`config.mk`:
```
export PLATFORM = sky130hd
export DESIGN_NAME = flash_erase_host
export DESIGN_NICKNAME = d
export VERILOG_FILES = /design/src/flash_host_pkg.sv /design/src/flash_bus_cycle.sv /design/src/flash_erase_host.sv
export VERILOG_INCLUDE_DIRS = /design/src
export SDC_FILE = /design/constraint.sdc
export NUM_CORES = 1
export LEC_CHECK = 0
export BUFFER_PORTS_ARGS = -buffer_cell sky130_fd_sc_hd__buf_2
export CAP_MARGIN = 20
export CORE_ASPECT_RATIO = 0.6
export CORE_MARGIN = 3
export CORE_UTILIZATION = 28
export CTS_BUF_LIST = sky130_fd_sc_hd__clkbuf_8
export CTS_CLUSTER_DIAMETER = 30
export DETAILED_ROUTE_END_ITERATION = 8
export PLACE_DENSITY = 0.42
export SLEW_MARGIN = 20
export SYNTH_ARGS = -nofsm -noshare
export SYNTH_HDL_FRONTEND = slang
export SYNTH_SLANG_ARGS = --single-unit
```
`constraint.sdc`:
```
create_clock -name clk_sys -period 16.7 [get_ports clk_sys]
set_input_delay 0.835 -clock clk_sys [delete_from_list [all_inputs] [get_ports clk_sys]]
set_output_delay 0.835 -clock clk_sys [all_outputs]
set_load 0.02 [all_outputs]
```
`src/flash_host_params.svh`:
```
/*
 Constants of the NOR flash host controller: register map, field
 positions, flash command codes and bus timing.
 Assumes a 250 MHz clk_sys and a x16 flash on an asynchronous bus.
*/
`ifndef FLASH_HOST_PARAMS_SVH
`define FLASH_HOST_PARAMS_SVH

// ----------------------------------------------------------------
// timing
// ----------------------------------------------------------------
`define CLK_PERIOD_NS 4
`define CYC_UP(ns) (((ns) + `CLK_PERIOD_NS - 1) / `CLK_PERIOD_NS)
`define T_ADDR_SETUP_NS 10
`define T_WE_LOW_NS 35
`define T_WE_HIGH_NS 20
`define T_READ_ACC_NS 110
`define T_HV_SETTLE_NS 1000
`define T_TICK_NS 1000000
`define HV_LIMIT_HOURS 80
`define HV_LIMIT_MS (`HV_LIMIT_HOURS * 3600 * 1000)

// ----------------------------------------------------------------
// register map and fields
// ----------------------------------------------------------------
`define REG_CMD 8'h00
`define REG_ADDR 8'h04
`define REG_CTRL 8'h08
`define REG_STATUS 8'h0c
`define REG_DATA 8'h10
`define REG_HVTIME 8'h14
`define CMD_OP_MSB 3
`define CTRL_WP_BIT 0
`define CTRL_FIX_BIT 1
`define ST_BUSY 0
`define ST_ERR 1
`define ST_SUSP 2
`define ST_REFUSED 3
`define ST_HV 4
`define ST_HV_SPENT 5
`define ST_RECOVER 6
`define ST_FAIL_LSB 16
`define AXI_OKAY 2'h0
`define AXI_SLVERR 2'h2

// ----------------------------------------------------------------
// flash command codes and addresses
// ----------------------------------------------------------------
`define FC_UNLOCK1 8'haa
`define FC_UNLOCK2 8'h55
`define FC_ERASE_SETUP 8'h80
`define FC_ERASE_GO 8'h30
`define FC_AUTOSEL 8'h90
`define FC_BYPASS_EXIT 8'h00
`define FC_RESET 8'hf0
`define FC_SUSPEND 8'hb0
`define FC_BLANK_SETUP1 8'heb
`define FC_BLANK_SETUP2 8'h76
`define FC_BLANK_GO 8'h29
`define FA_UNLOCK1 25'h000_0555
`define FA_UNLOCK2 25'h000_02aa
`define FA_PROT_OFS 2
`define BLOCK_SHIFT 16
`define DQ_TOGGLE 6
`define DQ_FAIL 5
`endif

```
`src/flash_host_pkg.sv`:
```
/*
 Types of the NOR flash host controller: operation codes, sequence
 step kinds and address selectors.
 Assumes flash_host_params.svh for the numeric constants.
*/
package flash_host_pkg;

	// software operation codes
	typedef enum logic [3:0] {
		OP_READ = 4'h0,
		OP_RESET = 4'h1,
		OP_SUSPEND = 4'h2,
		OP_RESUME = 4'h3,
		OP_BLANK = 4'h4,
		OP_BERASE = 4'h5,
		OP_ACCEL = 4'h6,
		OP_PROT = 4'h7
	} op_t;

	typedef enum logic [1:0] {K_WR, K_RD, K_POLL, K_END} kind_t;

	typedef enum logic [2:0] {A_UNL1, A_UNL2, A_TGT, A_BLK, A_PROT} asel_t;

	typedef struct packed {
		kind_t kind;
		asel_t asel;
		logic [7:0] data;
	} step_t;

endpackage

```
`src/flash_bus_cycle.sv`:
```
/*
 One asynchronous flash bus cycle, write or read, timed in clk_sys
 cycles. Assumes the caller holds the request steady until cycDone.
*/
`timescale 1ns/10ps
`include "flash_host_params.svh"

module flash_bus_cycle
#(
	parameter int ADDR_W = 25,
	parameter int DATA_W = 16
)
(
	// clock and reset
	input wire logic clk_sys,
	input wire logic reset,
	// request
	input wire logic start,
	input wire logic isWrite,
	input wire logic [ADDR_W-1:0] reqAddr,
	input wire logic [DATA_W-1:0] reqData,
	output logic cycDone,
	output logic [DATA_W-1:0] rdData,
	// flash pins
	output logic [ADDR_W-1:0] flashAddr,
	output logic [DATA_W-1:0] flashDqOut,
	output logic flashDqDriveN,
	input wire logic [DATA_W-1:0] flashDqIn,
	output logic flashCeN,
	output logic flashOeN,
	output logic flashWeN
);

	generate
		if (DATA_W < 8)
		begin : g_chk
			$error("flash_bus_cycle: DATA_W below 8");
		end
	endgenerate

	typedef enum {C_IDLE, C_SETUP, C_WE, C_HOLD, C_ACC, C_SAMPLE} cyc_t;
	cyc_t cyc_r;
	logic [7:0] cnt_r;
	logic [DATA_W-1:0] dqS1_r, dqS2_r, dqS3_r;

	// pin input synchroniser, stage one feeds stage two only
	always_ff @(posedge clk_sys or posedge reset)
	if (reset)
	begin
		dqS1_r <= '0;
		dqS2_r <= '0;
		dqS3_r <= '0;
	end
	else
	begin
		dqS1_r <= flashDqIn;
		dqS2_r <= dqS1_r;
		dqS3_r <= dqS2_r;
	end

	// cycle sequencer and pin drive
	always_ff @(posedge clk_sys or posedge reset)
	if (reset)
	begin
		cyc_r <= C_IDLE;
		cnt_r <= '0;
		cycDone <= 1'b0;
		rdData <= '0;
		flashAddr <= '0;
		flashDqOut <= '0;
		flashDqDriveN <= 1'b1;
		flashCeN <= 1'b1;
		flashOeN <= 1'b1;
		flashWeN <= 1'b1;
	end
	else
	begin
		cycDone <= 1'b0;
		case (cyc_r)
		C_IDLE:
			if (start)
			begin
				flashAddr <= reqAddr;
				flashCeN <= 1'b0;
				if (isWrite)
				begin
					flashDqOut <= reqData;
					flashDqDriveN <= 1'b0; // host drives dq
					cnt_r <= 8'(`CYC_UP(`T_ADDR_SETUP_NS) - 1);
					cyc_r <= C_SETUP;
				end
				else
				begin
					flashOeN <= 1'b0;
					cnt_r <= 8'(`CYC_UP(`T_READ_ACC_NS) - 1);
					cyc_r <= C_ACC;
				end
			end
		C_SETUP:
			if (cnt_r == 8'h00)
			begin
				flashWeN <= 1'b0;
				cnt_r <= 8'(`CYC_UP(`T_WE_LOW_NS) - 1);
				cyc_r <= C_WE;
			end
			else
				cnt_r <= cnt_r - 8'h01;
		C_WE:
			if (cnt_r == 8'h00)
			begin
				flashWeN <= 1'b1; // data latched on rising edge
				cnt_r <= 8'(`CYC_UP(`T_WE_HIGH_NS) - 1);
				cyc_r <= C_HOLD;
			end
			else
				cnt_r <= cnt_r - 8'h01;
		C_HOLD:
			if (cnt_r == 8'h00)
			begin
				flashCeN <= 1'b1;
				flashDqDriveN <= 1'b1;
				cycDone <= 1'b1;
				cyc_r <= C_IDLE;
			end
			else
				cnt_r <= cnt_r - 8'h01;
		C_ACC:
			if (cnt_r == 8'h00)
				cyc_r <= C_SAMPLE;
			else
				cnt_r <= cnt_r - 8'h01;
		C_SAMPLE:
			if (dqS2_r == dqS3_r) // settled value only
			begin
				rdData <= dqS3_r;
				flashCeN <= 1'b1;
				flashOeN <= 1'b1;
				cycDone <= 1'b1;
				cyc_r <= C_IDLE;
			end
		default:
			cyc_r <= C_IDLE;
		endcase
	end

endmodule // flash_bus_cycle

```
`src/flash_erase_host.sv`:
```
/*
 Host controller for a parallel NOR flash: erase, suspend/resume,
 accelerated chip erase with automatic repair, blank check and
 protection readout, ordered by software over AXI4-Lite.
 Assumes a flash on the pins below and a high-voltage switch that
 follows highVoltageLevel.
*/
// Implementation choices: the AXI4-Lite register port and the address map.
// Function
// [RQ1] halted erase leaves device in read mode, erase suspended
// [RQ2] during suspend only listed commands to other arrays accepted
// [RQ3] reading suspended block returns polling register
// [RQ4] program to protected or suspended block silently discarded
// [RQ5] exit autoselect, query, bypass, extended modes before resume
// [RQ6] suspend during chip erase ignored, chip erase continues
// [RQ7] one write of 30h resumes suspended block erase
// [RQ8] resume only in read-array mode; suspend/resume repeatable
// [RQ9] high voltage on protect pin enters bypass, 80/30h accepted
// [RQ10] accelerated erase skips protected, failed blocks; sets fail
// [RQ11] removing high voltage after erase leaves bypass mode
// [RQ12] after accelerated error, blank check then re-erase failures
// [RQ13] high voltage only during accelerated erase, under 80 hours; a spent budget refuses a new accelerated erase but does not end a running one
// [RQ14] blank check is EB/76h setup then 29h at target block
// [RQ15] blank check fails on programmed or over-erased cells
// [RQ16] each erase blank checks first, skipping blank blocks; OP_BERASE erases without a blank check, only the repair walk checks first
// [RQ17] blank check: one block, polling reads, others refused
// [RQ18] blank check pass returns read mode; error needs read/reset
// [RQ19] protect pin low guards boundary block; high follows software
// [RQ20] protection mode defaults nonvolatile, lock bits fix it
// [RQ21] program/erase to protected block ignored, back to read
// [RQ22] protection status readable in autoselect mode
// [RQ23] erase suspend is one write of B0h at any address
// [RQ24] autoselect protection status reads 00h or 01h
// [RQ25] poll status to completion or error before next command
`timescale 1ns/10ps
`include "flash_host_params.svh"

module flash_erase_host
	import flash_host_pkg::*;
#(
	parameter int ADDR_W = 25,
	parameter int NUM_BLOCKS = 512,
	parameter int TICK_CYCLES = `CYC_UP(`T_TICK_NS),
	parameter int HV_LIMIT_MS = `HV_LIMIT_MS
)
(
	// clock and reset
	input wire logic clk_sys,
	input wire logic reset,
	// axi4-lite write
	input wire logic [7:0] awaddr,
	input wire logic awvalid,
	output logic awready,
	input wire logic [31:0] wdata,
	input wire logic [3:0] wstrb,
	input wire logic wvalid,
	output logic wready,
	output logic [1:0] bresp,
	output logic bvalid,
	input wire logic bready,
	// axi4-lite read
	input wire logic [7:0] araddr,
	input wire logic arvalid,
	output logic arready,
	output logic [31:0] rdata,
	output logic [1:0] rresp,
	output logic rvalid,
	input wire logic rready,
	// flash pins
	output logic [ADDR_W-1:0] flashAddr,
	output logic [15:0] flashDqOut,
	output logic flashDqDriveN,
	input wire logic [15:0] flashDqIn,
	output logic flashCeN,
	output logic flashOeN,
	output logic flashWeN,
	output logic vppWpHigh,
	output logic highVoltageLevel
);

	localparam int BLK_W = $clog2(NUM_BLOCKS);

	generate
		if (BLK_W + `BLOCK_SHIFT > ADDR_W || NUM_BLOCKS < 2)
		begin : g_chk
			$error("flash_erase_host: block count does not fit address");
		end
	endgenerate

	typedef enum {S_IDLE, S_HVUP, S_ISSUE, S_WAIT, S_HVDOWN} state_t;

	// ----------------------------------------------------------------
	// helpers
	// ----------------------------------------------------------------
	function automatic logic mapped(input logic [7:0] a);
		mapped = a[7:2] <= `REG_HVTIME >> 2;
	endfunction

	function automatic step_t wr(input asel_t s, input logic [7:0] d);
		wr = '{K_WR, s, d};
	endfunction

	// command sequence of each operation, one bus step per index
	function automatic step_t seqStep(input op_t op, input logic [3:0] i);
		step_t s;
		s = '{K_END, A_TGT, 8'h00};
		if ((op == OP_BERASE || op == OP_PROT) && i == 4'h0)
			s = wr(A_UNL1, `FC_UNLOCK1);
		else if ((op == OP_BERASE || op == OP_PROT) && i == 4'h1)
			s = wr(A_UNL2, `FC_UNLOCK2);
		else
			case (op)
			OP_READ: if (i == 4'h0) s = '{K_RD, A_TGT, 8'h00};
			OP_RESET: if (i == 4'h0) s = wr(A_TGT, `FC_RESET);
			OP_BERASE:
				case (i)
				4'h2: s = wr(A_UNL1, `FC_ERASE_SETUP);
				4'h3: s = wr(A_UNL1, `FC_UNLOCK1);
				4'h4: s = wr(A_UNL2, `FC_UNLOCK2);
				4'h5: s = wr(A_BLK, `FC_ERASE_GO);
				4'h6: s = '{K_POLL, A_BLK, 8'h00}; // [RQ25]
				default: s = '{K_END, A_TGT, 8'h00};
				endcase
			OP_PROT: // [RQ22] [RQ24]
				case (i)
				4'h2: s = wr(A_UNL1, `FC_AUTOSEL);
				4'h3: s = '{K_RD, A_PROT, 8'h00};
				4'h4: s = wr(A_TGT, `FC_RESET);
				default: s = '{K_END, A_TGT, 8'h00};
				endcase
			OP_RESUME:
				case (i)
				4'h0: s = wr(A_TGT, `FC_RESET); // [RQ5]
				4'h1: s = wr(A_TGT, `FC_AUTOSEL); // [RQ5]
				4'h2: s = wr(A_TGT, `FC_BYPASS_EXIT); // [RQ5]
				4'h3: s = wr(A_TGT, `FC_ERASE_GO); // [RQ7] [RQ8]
				4'h4: s = '{K_POLL, A_BLK, 8'h00};
				default: s = '{K_END, A_TGT, 8'h00};
				endcase
			OP_BLANK:
				case (i)
				4'h0: s = wr(A_BLK, `FC_BLANK_SETUP1); // [RQ14]
				4'h1: s = wr(A_BLK, `FC_BLANK_SETUP2); // [RQ14]
				4'h2: s = wr(A_BLK, `FC_BLANK_GO); // [RQ14]
				4'h3: s = '{K_POLL, A_BLK, 8'h00};
				default: s = '{K_END, A_TGT, 8'h00};
				endcase
			OP_ACCEL:
				case (i)
				4'h0: s = wr(A_UNL1, `FC_ERASE_SETUP); // [RQ9]
				4'h1: s = wr(A_UNL1, `FC_ERASE_GO); // [RQ9]
				4'h2: s = '{K_POLL, A_UNL1, 8'h00};
				default: s = '{K_END, A_TGT, 8'h00};
				endcase
			default: s = '{K_END, A_TGT, 8'h00};
			endcase
		return s;
	endfunction

	// ----------------------------------------------------------------
	// state
	// ----------------------------------------------------------------
	state_t state_r;
	op_t curOp_r;
	step_t step;
	logic [3:0] stepIdx_r;
	logic [ADDR_W-1:0] tgtAddr_r, effTgt, blkBase, stepAddr;
	logic wpHigh_r, autoFix_r, err_r, accelErr_r, suspended_r, refused_r;
	logic recovering_r, eraseNext_r, suspendReq_r, suspSent_r, b0Issue;
	logic pollFirst_r, pollConfirm_r, cycWr_r, isB0_r, cycStart_r;
	logic cycDone;
	logic [15:0] cycData_r, cycRd, rdData_r, pollPrev_r;
	logic [ADDR_W-1:0] cycAddr_r;
	logic [BLK_W-1:0] blk_r;
	logic [BLK_W:0] failCnt_r;
	logic [9:0] settle_r;
	logic [31:0] tickCnt_r, hvMs_r;
	logic hvSpent, busy, cmdWr, cmdOk, startCmd;
	logic awHave_r, wHave_r, wrEn;
	logic [7:0] awAddr_r;
	logic [31:0] wData_r;
	logic [3:0] wStrb_r;
	op_t cmdOp;

	assign step = seqStep(curOp_r, stepIdx_r);
	assign effTgt = recovering_r ?
		ADDR_W'({blk_r, {`BLOCK_SHIFT{1'b0}}}) : tgtAddr_r;
	assign blkBase = {effTgt[ADDR_W-1:`BLOCK_SHIFT],
		{`BLOCK_SHIFT{1'b0}}};

	// address of the current step
	always_comb
	begin
		case (step.asel)
		A_UNL1: stepAddr = ADDR_W'(`FA_UNLOCK1);
		A_UNL2: stepAddr = ADDR_W'(`FA_UNLOCK2);
		A_BLK: stepAddr = blkBase;
		A_PROT: stepAddr = blkBase | ADDR_W'(`FA_PROT_OFS);
		default: stepAddr = effTgt;
		endcase
	end

	// ----------------------------------------------------------------
	// axi4-lite slave
	// ----------------------------------------------------------------
	assign awready = !awHave_r && !bvalid;
	assign wready = !wHave_r && !bvalid;
	assign arready = !rvalid;
	assign wrEn = awHave_r && wHave_r && !bvalid;

	// write address/data capture and response
	always_ff @(posedge clk_sys or posedge reset)
	if (reset)
	begin
		awHave_r <= 1'b0;
		wHave_r <= 1'b0;
		awAddr_r <= '0;
		wData_r <= '0;
		wStrb_r <= '0;
		bvalid <= 1'b0;
		bresp <= `AXI_OKAY;
	end
	else
	begin
		if (awvalid && awready)
		begin
			awHave_r <= 1'b1;
			awAddr_r <= awaddr;
		end
		if (wvalid && wready)
		begin
			wHave_r <= 1'b1;
			wData_r <= wdata;
			wStrb_r <= wstrb;
		end
		if (wrEn)
		begin
			awHave_r <= 1'b0;
			wHave_r <= 1'b0;
			bvalid <= 1'b1;
			bresp <= mapped(awAddr_r) ? `AXI_OKAY : `AXI_SLVERR;
		end
		else if (bvalid && bready)
			bvalid <= 1'b0;
	end

	// read response
	always_ff @(posedge clk_sys or posedge reset)
	if (reset)
	begin
		rvalid <= 1'b0;
		rdata <= '0;
		rresp <= `AXI_OKAY;
	end
	else if (arvalid && arready)
	begin
		rvalid <= 1'b1;
		rresp <= mapped(araddr) ? `AXI_OKAY : `AXI_SLVERR;
		case (araddr[7:2])
		`REG_CMD >> 2: rdata <= 32'(curOp_r);
		`REG_ADDR >> 2: rdata <= 32'(tgtAddr_r);
		`REG_CTRL >> 2: rdata <= 32'({autoFix_r, wpHigh_r});
		`REG_STATUS >> 2: rdata <= 32'({failCnt_r,
			{(`ST_FAIL_LSB - `ST_RECOVER - 1){1'b0}}, recovering_r,
			hvSpent, highVoltageLevel, refused_r, suspended_r,
			err_r | accelErr_r, busy});
		`REG_DATA >> 2: rdata <= 32'(rdData_r);
		`REG_HVTIME >> 2: rdata <= hvMs_r;
		default: rdata <= 32'h0000_0000;
		endcase
	end
	else if (rvalid && rready)
		rvalid <= 1'b0;

	// ----------------------------------------------------------------
	// software registers and command acceptance
	// ----------------------------------------------------------------
	assign busy = state_r != S_IDLE;
	assign cmdWr = wrEn && awAddr_r[7:2] == `REG_CMD >> 2 && wStrb_r[0];
	assign cmdOp = op_t'(wData_r[`CMD_OP_MSB:0]);
	assign vppWpHigh = wpHigh_r; // [RQ19]

	always_comb
	begin
		case (cmdOp)
		OP_SUSPEND: // [RQ6] [RQ23] block erase only
			cmdOk = busy && !recovering_r && !suspSent_r &&
				(curOp_r == OP_BERASE || curOp_r == OP_RESUME);
		OP_RESUME: cmdOk = !busy && suspended_r; // [RQ8]
		OP_READ, OP_RESET, OP_PROT: cmdOk = !busy;
		OP_ACCEL: cmdOk = !busy && !suspended_r && !hvSpent; // [RQ13]
		OP_BLANK, OP_BERASE: cmdOk = !busy && !suspended_r; // [RQ25]
		default: cmdOk = 1'b0;
		endcase
	end
	assign startCmd = cmdWr && cmdOk && cmdOp != OP_SUSPEND;

	// address, control and refusal flag
	always_ff @(posedge clk_sys or posedge reset)
	if (reset)
	begin
		tgtAddr_r <= '0;
		wpHigh_r <= 1'b0;
		autoFix_r <= 1'b0;
		refused_r <= 1'b0;
	end
	else if (wrEn)
	begin
		if (awAddr_r[7:2] == `REG_ADDR >> 2 && !busy)
			tgtAddr_r <= wData_r[ADDR_W-1:0];
		if (awAddr_r[7:2] == `REG_CTRL >> 2 && wStrb_r[0])
		begin
			wpHigh_r <= wData_r[`CTRL_WP_BIT];
			autoFix_r <= wData_r[`CTRL_FIX_BIT];
		end
		if (cmdWr)
			refused_r <= !cmdOk;
	end

	// pending suspend request; a new request wins over the clear
	assign b0Issue = state_r == S_ISSUE && step.kind == K_POLL &&
		suspendReq_r;
	always_ff @(posedge clk_sys or posedge reset)
	if (reset)
		suspendReq_r <= 1'b0;
	else if (cmdWr && cmdOk && cmdOp == OP_SUSPEND)
		suspendReq_r <= 1'b1;
	else if (b0Issue || !busy)
		suspendReq_r <= 1'b0;

	// high-voltage time budget in millisecond ticks
	assign hvSpent = hvMs_r >= 32'(HV_LIMIT_MS);
	always_ff @(posedge clk_sys or posedge reset)
	if (reset)
	begin
		tickCnt_r <= '0;
		hvMs_r <= '0;
	end
	else if (highVoltageLevel)
	begin
		if (tickCnt_r == 32'(TICK_CYCLES - 1))
		begin
			tickCnt_r <= '0;
			if (!hvSpent)
				hvMs_r <= hvMs_r + 32'h0000_0001; // [RQ13]
		end
		else
			tickCnt_r <= tickCnt_r + 32'h0000_0001;
	end

	// ----------------------------------------------------------------
	// operation sequencer
	// ----------------------------------------------------------------
	always_ff @(posedge clk_sys or posedge reset)
	if (reset)
	begin
		state_r <= S_IDLE;
		curOp_r <= OP_READ;
		stepIdx_r <= '0;
		err_r <= 1'b0;
		accelErr_r <= 1'b0;
		suspended_r <= 1'b0;
		recovering_r <= 1'b0;
		eraseNext_r <= 1'b0;
		suspSent_r <= 1'b0;
		pollFirst_r <= 1'b1;
		pollConfirm_r <= 1'b0;
		pollPrev_r <= '0;
		rdData_r <= '0;
		blk_r <= '0;
		failCnt_r <= '0;
		highVoltageLevel <= 1'b0;
		settle_r <= '0;
		cycStart_r <= 1'b0;
		cycWr_r <= 1'b0;
		isB0_r <= 1'b0;
		cycAddr_r <= '0;
		cycData_r <= '0;
	end
	else
	begin
		cycStart_r <= 1'b0;
		case (state_r)
		S_IDLE:
			if (startCmd)
			begin
				curOp_r <= cmdOp;
				stepIdx_r <= '0;
				err_r <= 1'b0;
				accelErr_r <= 1'b0;
				suspSent_r <= 1'b0;
				pollFirst_r <= 1'b1;
				pollConfirm_r <= 1'b0;
				if (cmdOp == OP_RESUME)
					suspended_r <= 1'b0; // [RQ8]
				if (cmdOp == OP_ACCEL)
				begin
					highVoltageLevel <= 1'b1; // [RQ9] [RQ13]
					failCnt_r <= '0;
					settle_r <= 10'(`CYC_UP(`T_HV_SETTLE_NS) - 1);
					state_r <= S_HVUP;
				end
				else
					state_r <= S_ISSUE;
			end
		S_HVUP:
			if (settle_r == 10'h000)
				state_r <= S_ISSUE;
			else
				settle_r <= settle_r - 10'h001;
		S_ISSUE:
			if (step.kind != K_END)
			begin
				cycStart_r <= 1'b1;
				cycWr_r <= step.kind == K_WR || b0Issue;
				isB0_r <= b0Issue;
				cycAddr_r <= b0Issue ? tgtAddr_r : stepAddr; // [RQ23]
				cycData_r <= 16'(b0Issue ? `FC_SUSPEND : step.data);
				if (b0Issue)
					suspSent_r <= 1'b1;
				state_r <= S_WAIT;
			end
			else if (curOp_r == OP_ACCEL)
			begin
				highVoltageLevel <= 1'b0; // [RQ11] [RQ13]
				settle_r <= 10'(`CYC_UP(`T_HV_SETTLE_NS) - 1);
				state_r <= S_HVDOWN;
			end
			else if (!recovering_r)
				state_r <= S_IDLE;
			else
			begin
				// repair walk over all blocks
				stepIdx_r <= '0;
				pollFirst_r <= 1'b1;
				pollConfirm_r <= 1'b0;
				if (curOp_r == OP_RESET)
					curOp_r <= eraseNext_r ? OP_BERASE : OP_BLANK;
				else if (curOp_r == OP_BLANK && err_r)
				begin
					failCnt_r <= failCnt_r + 1'b1; // [RQ12]
					err_r <= 1'b0;
					eraseNext_r <= 1'b1;
					curOp_r <= OP_RESET; // [RQ18]
				end
				else if (blk_r == BLK_W'(NUM_BLOCKS - 1))
				begin
					recovering_r <= 1'b0;
					err_r <= 1'b0;
					curOp_r <= OP_RESET;
					eraseNext_r <= 1'b0;
				end
				else
				begin
					blk_r <= blk_r + 1'b1;
					eraseNext_r <= 1'b0;
					curOp_r <= (curOp_r == OP_BERASE) ? OP_RESET : OP_BLANK;
				end
			end
		S_WAIT:
			if (cycDone)
			begin
				state_r <= S_ISSUE;
				if (cycWr_r)
				begin
					if (!isB0_r)
						stepIdx_r <= stepIdx_r + 4'h1;
				end
				else if (step.kind == K_RD)
				begin
					rdData_r <= cycRd;
					stepIdx_r <= stepIdx_r + 4'h1;
				end
				else if (pollFirst_r)
				begin
					pollPrev_r <= cycRd;
					pollFirst_r <= 1'b0;
				end
				else if (cycRd[`DQ_TOGGLE] == pollPrev_r[`DQ_TOGGLE])
				begin
					stepIdx_r <= stepIdx_r + 4'h1; // [RQ25]
					suspended_r <= suspSent_r;
				end
				else if (pollConfirm_r)
				begin
					err_r <= 1'b1; // [RQ10]
					stepIdx_r <= stepIdx_r + 4'h1;
				end
				else if (cycRd[`DQ_FAIL])
				begin
					pollConfirm_r <= 1'b1;
					pollFirst_r <= 1'b1;
				end
				else
					pollPrev_r <= cycRd;
			end
		S_HVDOWN:
			if (settle_r != 10'h000)
				settle_r <= settle_r - 10'h001;
			else if (err_r)
			begin
				accelErr_r <= 1'b1; // [RQ10]
				state_r <= autoFix_r ? S_ISSUE : S_IDLE;
				if (autoFix_r)
				begin
					recovering_r <= 1'b1; // [RQ12]
					blk_r <= '0;
					eraseNext_r <= 1'b0;
					err_r <= 1'b0;
					curOp_r <= OP_RESET;
					stepIdx_r <= '0;
				end
			end
			else
				state_r <= S_IDLE;
		default:
			state_r <= S_IDLE;
		endcase
	end

	// ----------------------------------------------------------------
	// bus cycle engine
	// ----------------------------------------------------------------
	flash_bus_cycle #(.ADDR_W(ADDR_W), .DATA_W(16)) u_cycle (
		.clk_sys(clk_sys),
		.reset(reset),
		.start(cycStart_r),
		.isWrite(cycWr_r),
		.reqAddr(cycAddr_r),
		.reqData(cycData_r),
		.cycDone(cycDone),
		.rdData(cycRd),
		.flashAddr(flashAddr),
		.flashDqOut(flashDqOut),
		.flashDqDriveN(flashDqDriveN),
		.flashDqIn(flashDqIn),
		.flashCeN(flashCeN),
		.flashOeN(flashOeN),
		.flashWeN(flashWeN)
	);

endmodule // flash_erase_host

```
After elaboration in Yosys (flattened, before gate mapping)
Cells that the tools add are included.

operators by class
  $add $sub $neg = 7
  magnitude comparators = 3
  equality and inequality tests = 90
  multiplexer cells = 205
  bitwise gates (word level) = 4
  reductions and logical operators = 106

operators with widths
  kind                     number
  $mux W32                 14
  $pmux W32 S6             2
  $pmux W32 S5             1
  $mux W10                 13
  $pmux W13 S5             2
  $eq A32 B2 Y1 const B    4
  $eq A32 B3 Y1 const B    4
  $pmux W25 S4             1
  $mux W1                  91
  $pmux W13 S7             1
  $mux W4                  21
  $mux W9                  9
  $pmux W13 S3             2
  $ne A2 B2 Y1 const B     33
  $add A32 B1 Y32 const B  2
  $eq A32 B1 Y1 const B    2
  $logic_not A32 Y1        2
  $mux W13                 4
  $pmux W13 S4             1
  $mux W25                 2
  $eq A4 B3 Y1 const B     11
  $mux W8                  5
  $pmux W10 S4             1
  $reduce_and A8 Y1        5
  other kinds (66)         182

word-level totals
  bits in registers = 462
  input port bits = 75
  output and inout port bits = 88
  logic and storage cells = 467

Longest topological paths before layout
Gate-level depths: netlist (run 1).

  word-level depth = 11
  depth in mapped cells = 14
  mapped depth without buffers = 11

Hierarchy
A second synthesis (run 1) with hierarchy kept.

second synthesis, totals
  cell total of the unflattened synthesis = 1,638
  area, all modules = 17,903.4 µm²

by module, submodules not included
  module            times used  cells an instance  area an instance (µm²)  sequential area each (µm²)
  flash_erase_host  1           1,328              13,316.5                6,632.6
  flash_bus_cycle   1           310                4,586.9                 3,032.9

Worst setup path after synthesis (run 1)
No wires, ideal clock.

  path type = reg2reg
  start point = register stepIdx_r[0]
  end point = register failCnt_r[6]
  setup time = 64 ps
  arrival = 2,905 ps
  data required time = 16,636 ps
  slack = 13,731 ps
  cell stages (with the launch flop) = 15
  buffers on the path = 3
  clock period less this slack = 2,969 ps
  cells stage by stage = dfrtp_1 > inv_1 > ha_1 > buf_2 > nor2_1 > a21oi_1 > o311ai_1 > or3_1 > buf_4 > a31o_4 > inv_2 > or4_4 > buf_6 > o31ai_2 > a21o_1

on the way
  cells in the longest elaborated chain, start to end = 8
  elaborated cells on any way between the ends = 22
  classes of those cells = eq/ne: 8; mux: 10; reduce/logical: 4

ends and longest elaborated chain
  element                               RTL line                                                                   source
  from (decl)                           flash_erase_host.sv:166                                                    logic [3:0] stepIdx_r;
  from (signal assigned)                flash_erase_host.sv:467                                                    stepIdx_r <= stepIdx_r + 4'h1;
  from (signal assigned)                flash_erase_host.sv:472                                                    stepIdx_r <= stepIdx_r + 4'h1;
  from (signal assigned)                flash_erase_host.sv:481                                                    stepIdx_r <= stepIdx_r + 4'h1;
  $eq A4 B3 Y1 (tied with other cells)  flash_erase_host.sv:116, flash_erase_host.sv:125, flash_erase_host.sv:132
  $pmux W13 S5 (tied with other cells)  flash_erase_host.sv:132                                                    case (i)
  $pmux W13 S7                          flash_erase_host.sv:112                                                    case (op)
  $mux W13                              flash_erase_host.sv:109                                                    else if ((op == OP_BERASE || op == OP_PROT) && i == 4'h1)
  $mux W13 *                            flash_erase_host.sv:107                                                    if ((op == OP_BERASE || op == OP_PROT) && i == 4'h0)
  $ne A2 B2 Y1 *                        flash_erase_host.sv:412                                                    if (step.kind != K_END)
  $ne A2 B2 Y1 (no line) *              n/a
  $reduce_and A8 Y1 (no line) *         n/a
  to (signal assigned)                  flash_erase_host.sv:441                                                    failCnt_r <= failCnt_r + 1'b1;
  to (decl)                             flash_erase_host.sv:175                                                    logic [BLK_W:0] failCnt_r;

Every way passes the cells marked *; elsewhere a longest branch is shown, timed or not.
A chain may end at the register's enable or synchronous reset.

Worst setup path after layout (run 1)
Ends and elaborated chain as after synthesis.

==> results.ini, run 1 <==
[clocking]
post_cts_buffers=0
cts.repair.resized=0
insertion_delay_ps=660
cts_max_level=3
cts.sinks=378
ctsRootBufferMaster=clkbuf_8
clk_pin_slew_ps=60
clockBufferDepth=3
cts_buffers=80
tritoncts=built
postCtsHoldBufs=0

[grt]
grt_pass1_wl_mm=79.5
gr-total-overflow=0
grt_busiest_layer=met1
grt_pass1_vias=12800
grt_max_degree=112
grt_use_met1=0.254
grt.total_usage=0.159
grt_use_met3=0.0359
antenna_found_initial=3
use_met2=0.209

[placed_design]
portBuffers=138
place_congestion=0.861
postPlaceCellArea_mm2=0.0187
dp_cells=2492
place_hpwl_mm=35.9

[synth]
synth-xor-area-share=0.0406
synth_compound_area_frac=0.135
avgSynthCellArea_um2=10.7
synth_fa_ha_area_frac=0.00927
yosys_most_used_dff=dfrtp_1
yosysSeqAreaShare=0.548
synthDistinctLibCells=85
synthArstFlopShare=1.00
yosys.area_share.simple=0.147
synth_warnings=0
synth.area.top_cells=dfrtp_1 54%, mux2_2 8.4%, nand2_1 3.5%
synth_top_family_by_area=simple AND/OR/NAND/NOR gates
synth_area_mm2=0.0173
ys_seq_elements=378
synth_edf_count=0
yosys.area.top_type=dfrtp_1
synth_top_cell_area_share=0.541
netlist_instances=1608
synthMuxAreaShare=0.0870

[job]
maxCapViolCount=0

[power]
swShare=0.334
max-vdd-ir-drop_mv=0.0718
power.density_mw_per_mm2=139
leakage_nw=9.48
intPower_mw=1.89
switchingPower_mw=0.948
power_mw=2.84
pwr-share-clk=0.382
seqPwrFrac=0.434
combinationalPowerShare=0.184

[layout]
drive_gt1_frac=0.249
layout_commonest_cell=dfrtp_1
fin_nets=1845
fin_cells=2641
diodes=0
area_delta_synth_final_pct=18.7
postLayoutCellArea_mm2=0.0205
final_cell_mix=373 x dfrtp_1, 162 x nand2_1, 138 x nor2_1, 138 x buf_2, 129 x mux2_2
fin_util=0.341

[drt]
drt_wl_total_mm=51.3
drt_iter0_markers=1172
dr.pass1.iters=5
ant_nets=0
wl_per_cell_um=19.4
vias=13000
drc_errors=0
viasPerCell=4.90

[critical_path]
crit_buf_inv=2
path_delay_family=compound AO/OA/AOI/OAI gates
r2r_cells=11
r2r_end=failCnt_r[6]$_DFFE_PP0P_
crit_fanout=34
slowest_stage=or4_4
critPathRequiredTime_ps=17280
critical_path_arrival_ps=4920
path_cells=inv_1 -> ha_1 -> nor2_1 -> a21oi_1 -> o311ai_1 -> or3_1 -> a31o_4 -> inv_2 -> or4_4 -> o31ai_2 -> a21o_1
rrSetupSlack_ps=12360
crit_path_end_kind=register
timing.rr.start=stepIdx_r[0]$_DFFE_PP0P_
cp-start-kind=register
worstSetupPathType=reg -> reg
critPathMaxStageDelay_ps=740
crit_start=stepIdx_r[0]$_DFFE_PP0P_

[sta]
max_clock_freq_ghz=0.230
finalWorstPathRequiredPeriod_ps=4340
rsz0062_at_grt=no
finClkSkew_ps=29.7
finalHoldViolations=0
worstMarginPinSlew_ps=1110
finalSetupTns_ps=0
finalCritPeriodShare=0.260
final_max_slew_viol_count=0
maxSlewHeadroom=0.260
finalSetupViolCount=0

[min_path]
worstHoldStart=flashDqIn[5]
holdPathStages=1
worstHoldEndpoint=u_cycle.dqS1_r[5]$_DFF_PP0_
hold_path_class=in -> reg

[floorplanning]
die_h_um=198
num_rows=69
die_x_um=327
ios=163
start_util=0.287
dieArea_mm2=0.0648
core_mm2=0.0601

[run_status]
status=completed

-- worst max-delay path by stage --
stage                                           to  slack [ps]  cells after the start
after floorplan             accelErr_r$_DFFE_PP0P_        5370                      1
after CTS                 failCnt_r[6]$_DFFE_PP0P_       12420                     11
after detailed placement  failCnt_r[8]$_DFFE_PP0P_       12450                     11
after global placement    failCnt_r[6]$_DFFE_PP0P_       12490                     11
after global routing      failCnt_r[8]$_DFFE_PP0P_       12110                     11
final                     failCnt_r[6]$_DFFE_PP0P_       12360                     11
-- stage by stage --
step	hold WS, ps	worst slack, ps
after floorplan	331	5370
after global placement	337	12490
after detailed placement	337	12450
after CTS	231	12420
after global routing	233	12110
final	290	12360
-- routing by layer --
layer,up-vias,routed length [um]
met5,-,0
met4,0,1150
met3,79,2620
met2,344,20000
met1,6463,27500
li1,6064,-
-- logic make-up (layout without fill, tap and decap cells) --
kind of cell	Yosys count	after routing
and+or+nand+nor	522	522
buffers and inverters	126	334
DFF	378	378
xor gates and xnor gates	80	80
muxes	134	134
AOI/OAI and AO/OA	354	354
other	1	10
adders and majority gates	13	13
-- registers in the layout (all words and copies together), names as in the netlist, 3 cells and up --
register and count:
u_cycle.flashAddr 25, settle_r 10, stepIdx_r 4, failCnt_r 10
u_cycle.dqS1_r 16, tickCnt_r 32, u_cycle.dqS3_r 16, u_cycle.rdData 16
rdata 32, u_cycle.flashDqOut 8, u_cycle.cnt_r 8, state_r 3
tgtAddr_r 25, curOp_r 4, cycAddr_r 25, u_cycle.dqS2_r 16
hvMs_r 32, blk_r 9, u_cycle.cyc_r 3, rdData_r 16
wData_r 25, cycData_r 8, awAddr_r 6
-- synthesized netlist by cell type (all sizes together), types with 5 or more instances --
cell type / n
a211oi: 7
a22o: 16
a22oi: 20
nor4: 14
buf: 33
a32o: 12
a21oi: 78
inv: 31
o22ai: 7
dfrtp: 373
and4: 5
mux2i: 5
or2: 5
mux2: 129
o31ai: 21
nor3b: 5
xnor2: 36
o2111ai: 5
nand2b: 16
and2: 11
and3: 22
or3: 15
clkbuf: 61
nor2: 138
o21ai: 103
xor2: 44
nand3: 38
a31oi: 15
nor2b: 15
nand2: 162
nand4: 19
a21o: 17
nor3: 34
dfstp: 5
nand3b: 5
a221oi: 12
ha: 12
-- power by group through the flow --
stage               logic, mW  registers, mW  clock network [mW]
finish                  0.523           1.23                1.09
global route            0.590           1.25                1.17
CTS                     0.527           1.23                1.13
detailed placement      0.523           1.25                   0
global placement        0.517           1.25                   0
floorplan               0.410           1.15                   0
-- area by class of cell --
cell class / instances / area, um^2
fillers: 6185 / 39600
flip-flops and latches: 378 / 9470
inverters: 32 / 128
clock buffers: 90 / 1240
well taps: 816 / 1020
clock inverters: 59 / 548
repair buffers: 153 / 807
multi-input cells: 1113 / 7300
-- worst register-to-register path, stage by stage (launching register included) --
cell	delay (ps)
dfrtp_1	440
inv_1	100
ha_1	350
nor2_1	380
a21oi_1	190
o311ai_1	400
or3_1	320
a31o_4	540
inv_2	440
or4_4	750
o31ai_2	250
a21o_1	100
No activity file was read; power rests on OpenSTA's default activity.
==> inputs of run 2 (changes only) <==
- clock period: 16.7 -> 4.1 ns (I/O delays scaled with it)
==> results.ini, run 2 (synthesis gave the netlist of run 1 again) <==
[min_path]
worstHoldEndpoint=rvalid$_DFFE_PP0P_  ; was u_cycle.dqS1_r[5]$_DFF_PP0_
holdPathStages=4  ; was 1
worstHoldStart=arvalid  ; was flashDqIn[5]
hold_path_class=in -> reg  ; unchanged

[clocking]
tritoncts=built  ; unchanged
post_cts_buffers=0  ; unchanged
cts.sinks=378  ; unchanged
cts.repair.resized=0  ; unchanged
cts_buffers=81  ; was 80
cts_max_level=3  ; unchanged
insertion_delay_ps=660  ; about the same
postCtsHoldBufs=52  ; was 0
clk_pin_slew_ps=60  ; about the same
clockBufferDepth=3  ; unchanged
ctsRootBufferMaster=clkbuf_8  ; unchanged

[floorplanning]
die_h_um=198  ; unchanged
die_x_um=327  ; unchanged
dieArea_mm2=0.0648  ; unchanged
ios=163  ; unchanged
num_rows=69  ; unchanged
core_mm2=0.0601  ; unchanged
start_util=0.287  ; unchanged

[critical_path]
crit_buf_inv=2  ; unchanged
critPathRequiredTime_ps=4640  ; was 17,280 ps
crit_fanout=14  ; was 34
r2r_cells=11  ; unchanged
timing.rr.start=stepIdx_r[0]$_DFFE_PP0P_  ; unchanged
path_delay_family=compound AO/OA/AOI/OAI gates  ; unchanged
critPathMaxStageDelay_ps=490  ; was 740 ps
path_cells=inv_1 -> ha_1 -> nor2_1 -> a21oi_1 -> o311ai_1 -> or3_1 -> a31o_4 -> buf_4 -> o2111ai_2 -> or4_1 -> o21ai_0  ; was inv_1 -> ha_1 -> nor2_1 -> a21oi_1 -> o311ai_1 -> or3_1 -> a31o_4 -> inv_2 -> or4_4 -> o31ai_2 -> a21o_1
crit_path_end_kind=register  ; unchanged
rrSetupSlack_ps=430  ; was 12,360 ps
slowest_stage=o311ai_1  ; was or4_4
cp.depth=11  ; unchanged
worstSetupPathType=reg -> reg  ; unchanged
r2r_end=stepIdx_r[3]$_DFFE_PP0P_  ; was failCnt_r[6]$_DFFE_PP0P_
critical_path_arrival_ps=4210  ; was 4920 ps
cp-start-kind=register  ; unchanged

[drt]
drc_errors=0  ; unchanged
drt_wl_total_mm=52.3  ; was 51.3 mm
vias=13200  ; was 13.0k
viasPerCell=4.81  ; was 4.90
drt_iter0_markers=833  ; was 1,172
dr.pass1.iters=5  ; unchanged
wl_per_cell_um=19.1  ; was 19.4 um
ant_nets=0  ; unchanged

[sta]
finalSetupTns_ps=0  ; unchanged
rsz0062_at_grt=no  ; unchanged
finalWorstPathRequiredPeriod_ps=3670  ; was 4340 ps
worstMarginPinSlew_ps=1050  ; was 1110 ps
final_max_slew_viol_count=0  ; unchanged
finalSetupViolCount=0  ; unchanged
maxSlewHeadroom=0.298  ; was 0.260
finalCritPeriodShare=0.895  ; was 0.260
finClkSkew_ps=29.0  ; was 29.7 ps
holdWs_ps=102  ; was 290 ps
setup_ws_ps=429  ; was 12,360 ps
max_clock_freq_ghz=0.272  ; was 0.230 GHz
finalHoldViolations=0  ; unchanged

[placed_design]
postPlaceCellArea_mm2=0.0191  ; was 0.0187 mm^2
post-place-ws_ps=553  ; was 12,450 ps
portBuffers=138  ; unchanged
place_hpwl_mm=37.4  ; was 35.9 mm
place_congestion=0.860  ; was 0.861
dp_cells=2534  ; was 2,492

[layout]
n_fill_cell=6113  ; was 6,185
fin_nets=1941  ; was 1,845
fin_cells=2736  ; was 2,641
reg_top3=hvMs_r (32), rdata (32), tickCnt_r (32)  ; unchanged
final_cell_mix=373 x dfrtp_1, 162 x nand2_1, 138 x nor2_1, 138 x buf_2, 129 x mux2_2  ; unchanged
area_delta_synth_final_pct=24.9  ; was 18.7%
layout_commonest_cell=dfrtp_1  ; unchanged
fin_util=0.359  ; was 0.341
postLayoutCellArea_mm2=0.0216  ; was 0.0205 mm^2
drive_gt1_frac=0.256  ; was 0.249

[power]
max-vdd-ir-drop_mv=0.252  ; was 0.0718 mV
power_mw=12.3  ; was 2.84 mW
power.density_mw_per_mm2=569  ; was 139 mW/mm^2
leakage_nw=10.0  ; was 9.48 nW

[grt]
gr-total-overflow=0  ; unchanged
grt_pass1_wl_mm=81.1  ; was 79.5 mm
grt.total_usage=0.163  ; was 0.159
antenna_found_initial=1  ; was 3
grt_pass1_vias=13100  ; was 12.8k
grt_max_degree=117  ; was 112

[run_status]
status=completed  ; unchanged

[job]
maxCapViolCount=0  ; unchanged

run 2: worst min-delay path: cells and delay by family:
family	cells	cell delay (ps)
buffers and inverters	2	340
AND/OR/NAND/NOR	1	40
AO/OA/AOI/OAI	1	130
run 2: how the worst max path moves through the flow:
stage                                    end                startpoint  slack, ps
floorplan             accelErr_r$_DFFE_PP0P_                     reset      -1180
global placement      curOp_r[2]$_DFFE_PP0P_  stepIdx_r[0]$_DFFE_PP0P_        490
detailed placement    curOp_r[1]$_DFFE_PP0P_  stepIdx_r[0]$_DFFE_PP0P_        550
CTS                 stepIdx_r[3]$_DFFE_PP0P_  stepIdx_r[0]$_DFFE_PP0P_        460
global route        stepIdx_r[3]$_DFFE_PP0P_  stepIdx_r[0]$_DFFE_PP0P_        200
finish              stepIdx_r[3]$_DFFE_PP0P_  stepIdx_r[0]$_DFFE_PP0P_        430
run 2: per-layer routing:
metal,up-vias,part of all wire,GRT usage
met3,86,0.056,0.0358
met1,6502,0.54,0.258
met2,333,0.38,0.213
met4,0,0.023,0.0511
met5,-,0,0
li1,6247,-,-
run 2: layout make-up:
| type | instances | area (um^2) | share of cell area |
|---|---|---|---|
| Sequential cell | 378 | 9470 | 0.439 |
| Multi-Input combinational cell | 1113 | 7290 | 0.338 |
| Timing Repair Buffer | 248 | 1700 | 0.0786 |
| Clock buffer | 97 | 1340 | 0.0619 |
| Tap cell | 816 | 1020 | 0.0473 |
| Clock inverter | 51 | 641 | 0.0297 |
| Inverter | 32 | 124 | 0.00574 |
| Antenna cell | 1 | 2.50 | 0.000116 |
run 2: report_power, final:
group	internal, mW	total [mW]	switching, mW
clock network	3.06	4.92	1.85
registers	4.31	4.94	0.633
logic	1.03	2.42	1.39
==> inputs of run 3 (changes only) <==
- CAP_MARGIN: 20 -> 10
- RECOVER_POWER: not set -> 100
- clock period: 4.1 -> 4.5 ns (I/O delays scaled with it)
==> results.ini, run 3 (synthesis gave the netlist of run 1 again) <==
[sta]
finalSetupViolCount=0  ; unchanged
setup_ws_ps=475  ; was 429 ps
rsz0062_at_grt=no  ; unchanged
finalWorstPathRequiredPeriod_ps=4030  ; was 3670 ps
finalCritPeriodShare=0.894  ; was 0.895
finClkSkew_ps=41.0  ; was 29.0 ps
final_max_slew_viol_count=234  ; was 0
max_clock_freq_ghz=0.248  ; was 0.272 GHz
finalSetupTns_ps=0  ; unchanged
worstMarginPinSlew_ps=2760  ; was 1050 ps
maxSlewHeadroom=-0.840  ; was 0.298
finalHoldViolations=0  ; unchanged

[layout]
area_delta_synth_final_pct=22.9  ; was 24.9%
drive_gt1_frac=0.197  ; was 0.256
multi_input_area_mm2=0.00728  ; was 0.00729 mm^2
reg_top3=hvMs_r (32), rdata (32), tickCnt_r (32)  ; unchanged
n_fill_cell=6167  ; was 6,113
postLayoutCellArea_mm2=0.0212  ; was 0.0216 mm^2
diodes=0  ; was 1
fin_util=0.353  ; was 0.359
final_cell_mix=373 x dfrtp_1, 162 x nand2_1, 138 x nor2_1  ; was 373 x dfrtp_1, 162 x nand2_1, 138 x nor2_1, 138 x buf_2, 129 x mux2_2
layout_commonest_cell=dfrtp_1  ; unchanged
fin_nets=1915  ; was 1,941
fin_cells=2712  ; was 2,736
seqCellArea_mm2=0.00947  ; unchanged

[critical_path]
crit_path_end_kind=register  ; unchanged
critPathMaxStageDelay_ps=580  ; was 490 ps
cp-start-kind=register  ; unchanged
critPathRequiredTime_ps=5060  ; was 4640 ps
critical_path_arrival_ps=4580  ; was 4210 ps
slowest_stage=a2111oi_4  ; was o311ai_1
path_cells=inv_1 -> ha_1 -> nor2_1 -> a21oi_1 -> o311ai_0 -> or3_1 -> a31o_4 -> nand2_1 -> a2111oi_4 -> mux2_2  ; was inv_1 -> ha_1 -> nor2_1 -> a21oi_1 -> o311ai_1 -> or3_1 -> a31o_4 -> buf_4 -> o2111ai_2 -> or4_1 -> o21ai_0
crit_buf_inv=1  ; was 2
worstSetupPathType=reg -> reg  ; unchanged
path_delay_family=compound AO/OA/AOI/OAI gates  ; unchanged
crit_fanout=34  ; was 14

[clocking]
cts_max_level=3  ; unchanged
ctsRootBufferMaster=clkbuf_8  ; unchanged
post_cts_buffers=0  ; unchanged
clockBufferDepth=3  ; unchanged
cts.sinks=378  ; unchanged
insertion_delay_ps=670  ; was 660 ps
clk_pin_slew_ps=60  ; about the same
cts.repair.resized=0  ; unchanged
cts_buffers=82  ; was 81
tritoncts=built  ; unchanged

[power]
power.density_mw_per_mm2=527  ; was 569 mW/mm^2
leakage_nw=9.52  ; was 10.0 nW
max-vdd-ir-drop_mv=0.218  ; was 0.252 mV

[floorplanning]
dieArea_mm2=0.0648  ; unchanged
start_util=0.287  ; unchanged
die_x_um=327  ; unchanged
core_mm2=0.0601  ; unchanged
die_h_um=198  ; unchanged
ios=163  ; unchanged
num_rows=69  ; unchanged

[drt]
drt_wl_total_mm=52.0  ; was 52.3 mm
viasPerCell=4.85  ; was 4.81
drc_errors=0  ; unchanged
drt_iter0_markers=926  ; was 833
wl_per_cell_um=19.2  ; was 19.1 um
dr.pass1.iters=5  ; unchanged
ant_nets=0  ; unchanged
vias=13200  ; about the same

[grt]
grt_pass1_wl_mm=80.6  ; was 81.1 mm
grt_max_degree=130  ; was 117
grt_pass1_vias=13200  ; was 13.1k
grt.total_usage=0.162  ; was 0.163
antenna_found_initial=1  ; unchanged
gr-total-overflow=0  ; unchanged

[placed_design]
place_hpwl_mm=37.1  ; was 37.4 mm
post-place-ws_ps=637  ; was 553 ps
portBuffers=138  ; unchanged
place_congestion=0.839  ; was 0.860
postPlaceCellArea_mm2=0.0188  ; was 0.0191 mm^2
dp_cells=2508  ; was 2,534

[min_path]
hold_path_class=in -> reg  ; unchanged

[job]
maxCapViolCount=6  ; was 0

[run_status]
violations=capacitance limit, slew limit
status=finished with violations  ; was completed

-- run 3: changes by cell type in the layout (fill, tap and decap cells not counted), moves of 3 or more --
| cell | change |
|---|---|
| buf_4 | -41 |
| and2_1 | -3 |
| inv_6 | +6 |
| clkbuf_2 | +5 |
| and2_0 | +4 |
| buf_2 | -80 |
| clkbuf_1 | +92 |
| clkbuf_8 | -7 |
| buf_12 | -3 |
-- run 3: worst paths after layout --
check / start / end / slack, ps / cells after the start
max reg2reg: stepIdx_r[0]$_DFFE_PP0P_ / curOp_r[2]$_DFFE_PP0P_ / 470 / 10
min: flashDqIn[13] / u_cycle.dqS1_r[13]$_DFF_PP0_ / 190 / 2
max in group asynchronous: reset / stepIdx_r[3]$_DFFE_PP0P_ / 1770 / 4
min in group asynchronous: reset / tgtAddr_r[8]$_DFFE_PP0P_ / 270 / 3
max: stepIdx_r[0]$_DFFE_PP0P_ / curOp_r[2]$_DFFE_PP0P_ / 470 / 10
min reg2reg: u_cycle.dqS1_r[12]$_DFF_PP0_ / u_cycle.dqS2_r[12]$_DFF_PP0_ / 350 / 0
-- run 3: where the power goes --
part           leakage, nW  internal (mW)  switching [mW]
clock network         1.05           2.83            1.76
registers             4.98           3.93           0.654
logic                 3.49          0.848            1.15
-- run 3: final cells by class --
| type | count | share of cell area |
|---|---|---|
| clock inverter | 62 | 0.0375 |
| timing repair buffer | 221 | 0.0612 |
| sequential | 378 | 0.446 |
| tap | 816 | 0.0481 |
| clock buffer | 90 | 0.0584 |
| multi-input combinational | 1113 | 0.343 |
| inverter | 32 | 0.00572 |
-- run 3: per-stage QoR --
step	total power, mW	hold WS, ps
floorplan	5.80	256
global placement	6.59	289
detailed placement	6.62	292
CTS	11.4	29.0
global route	11.8	138
finish	11.2	189
-- run 3: repair_timing --
action / in CTS / in global routing
setup endpoints to repair: 0 / 0
endpoints found under the hold margin: 86 / 0
hold buffers: 52 / 0
-- run 3: routing by layer --
metal  vias up  part of all wire  global-route usage
met1      6561              0.54               0.256
met4         0             0.019              0.0454
met5         -                 0                   0
met2       324              0.39               0.215
met3        75             0.053              0.0368
li1       6196                 -                   -
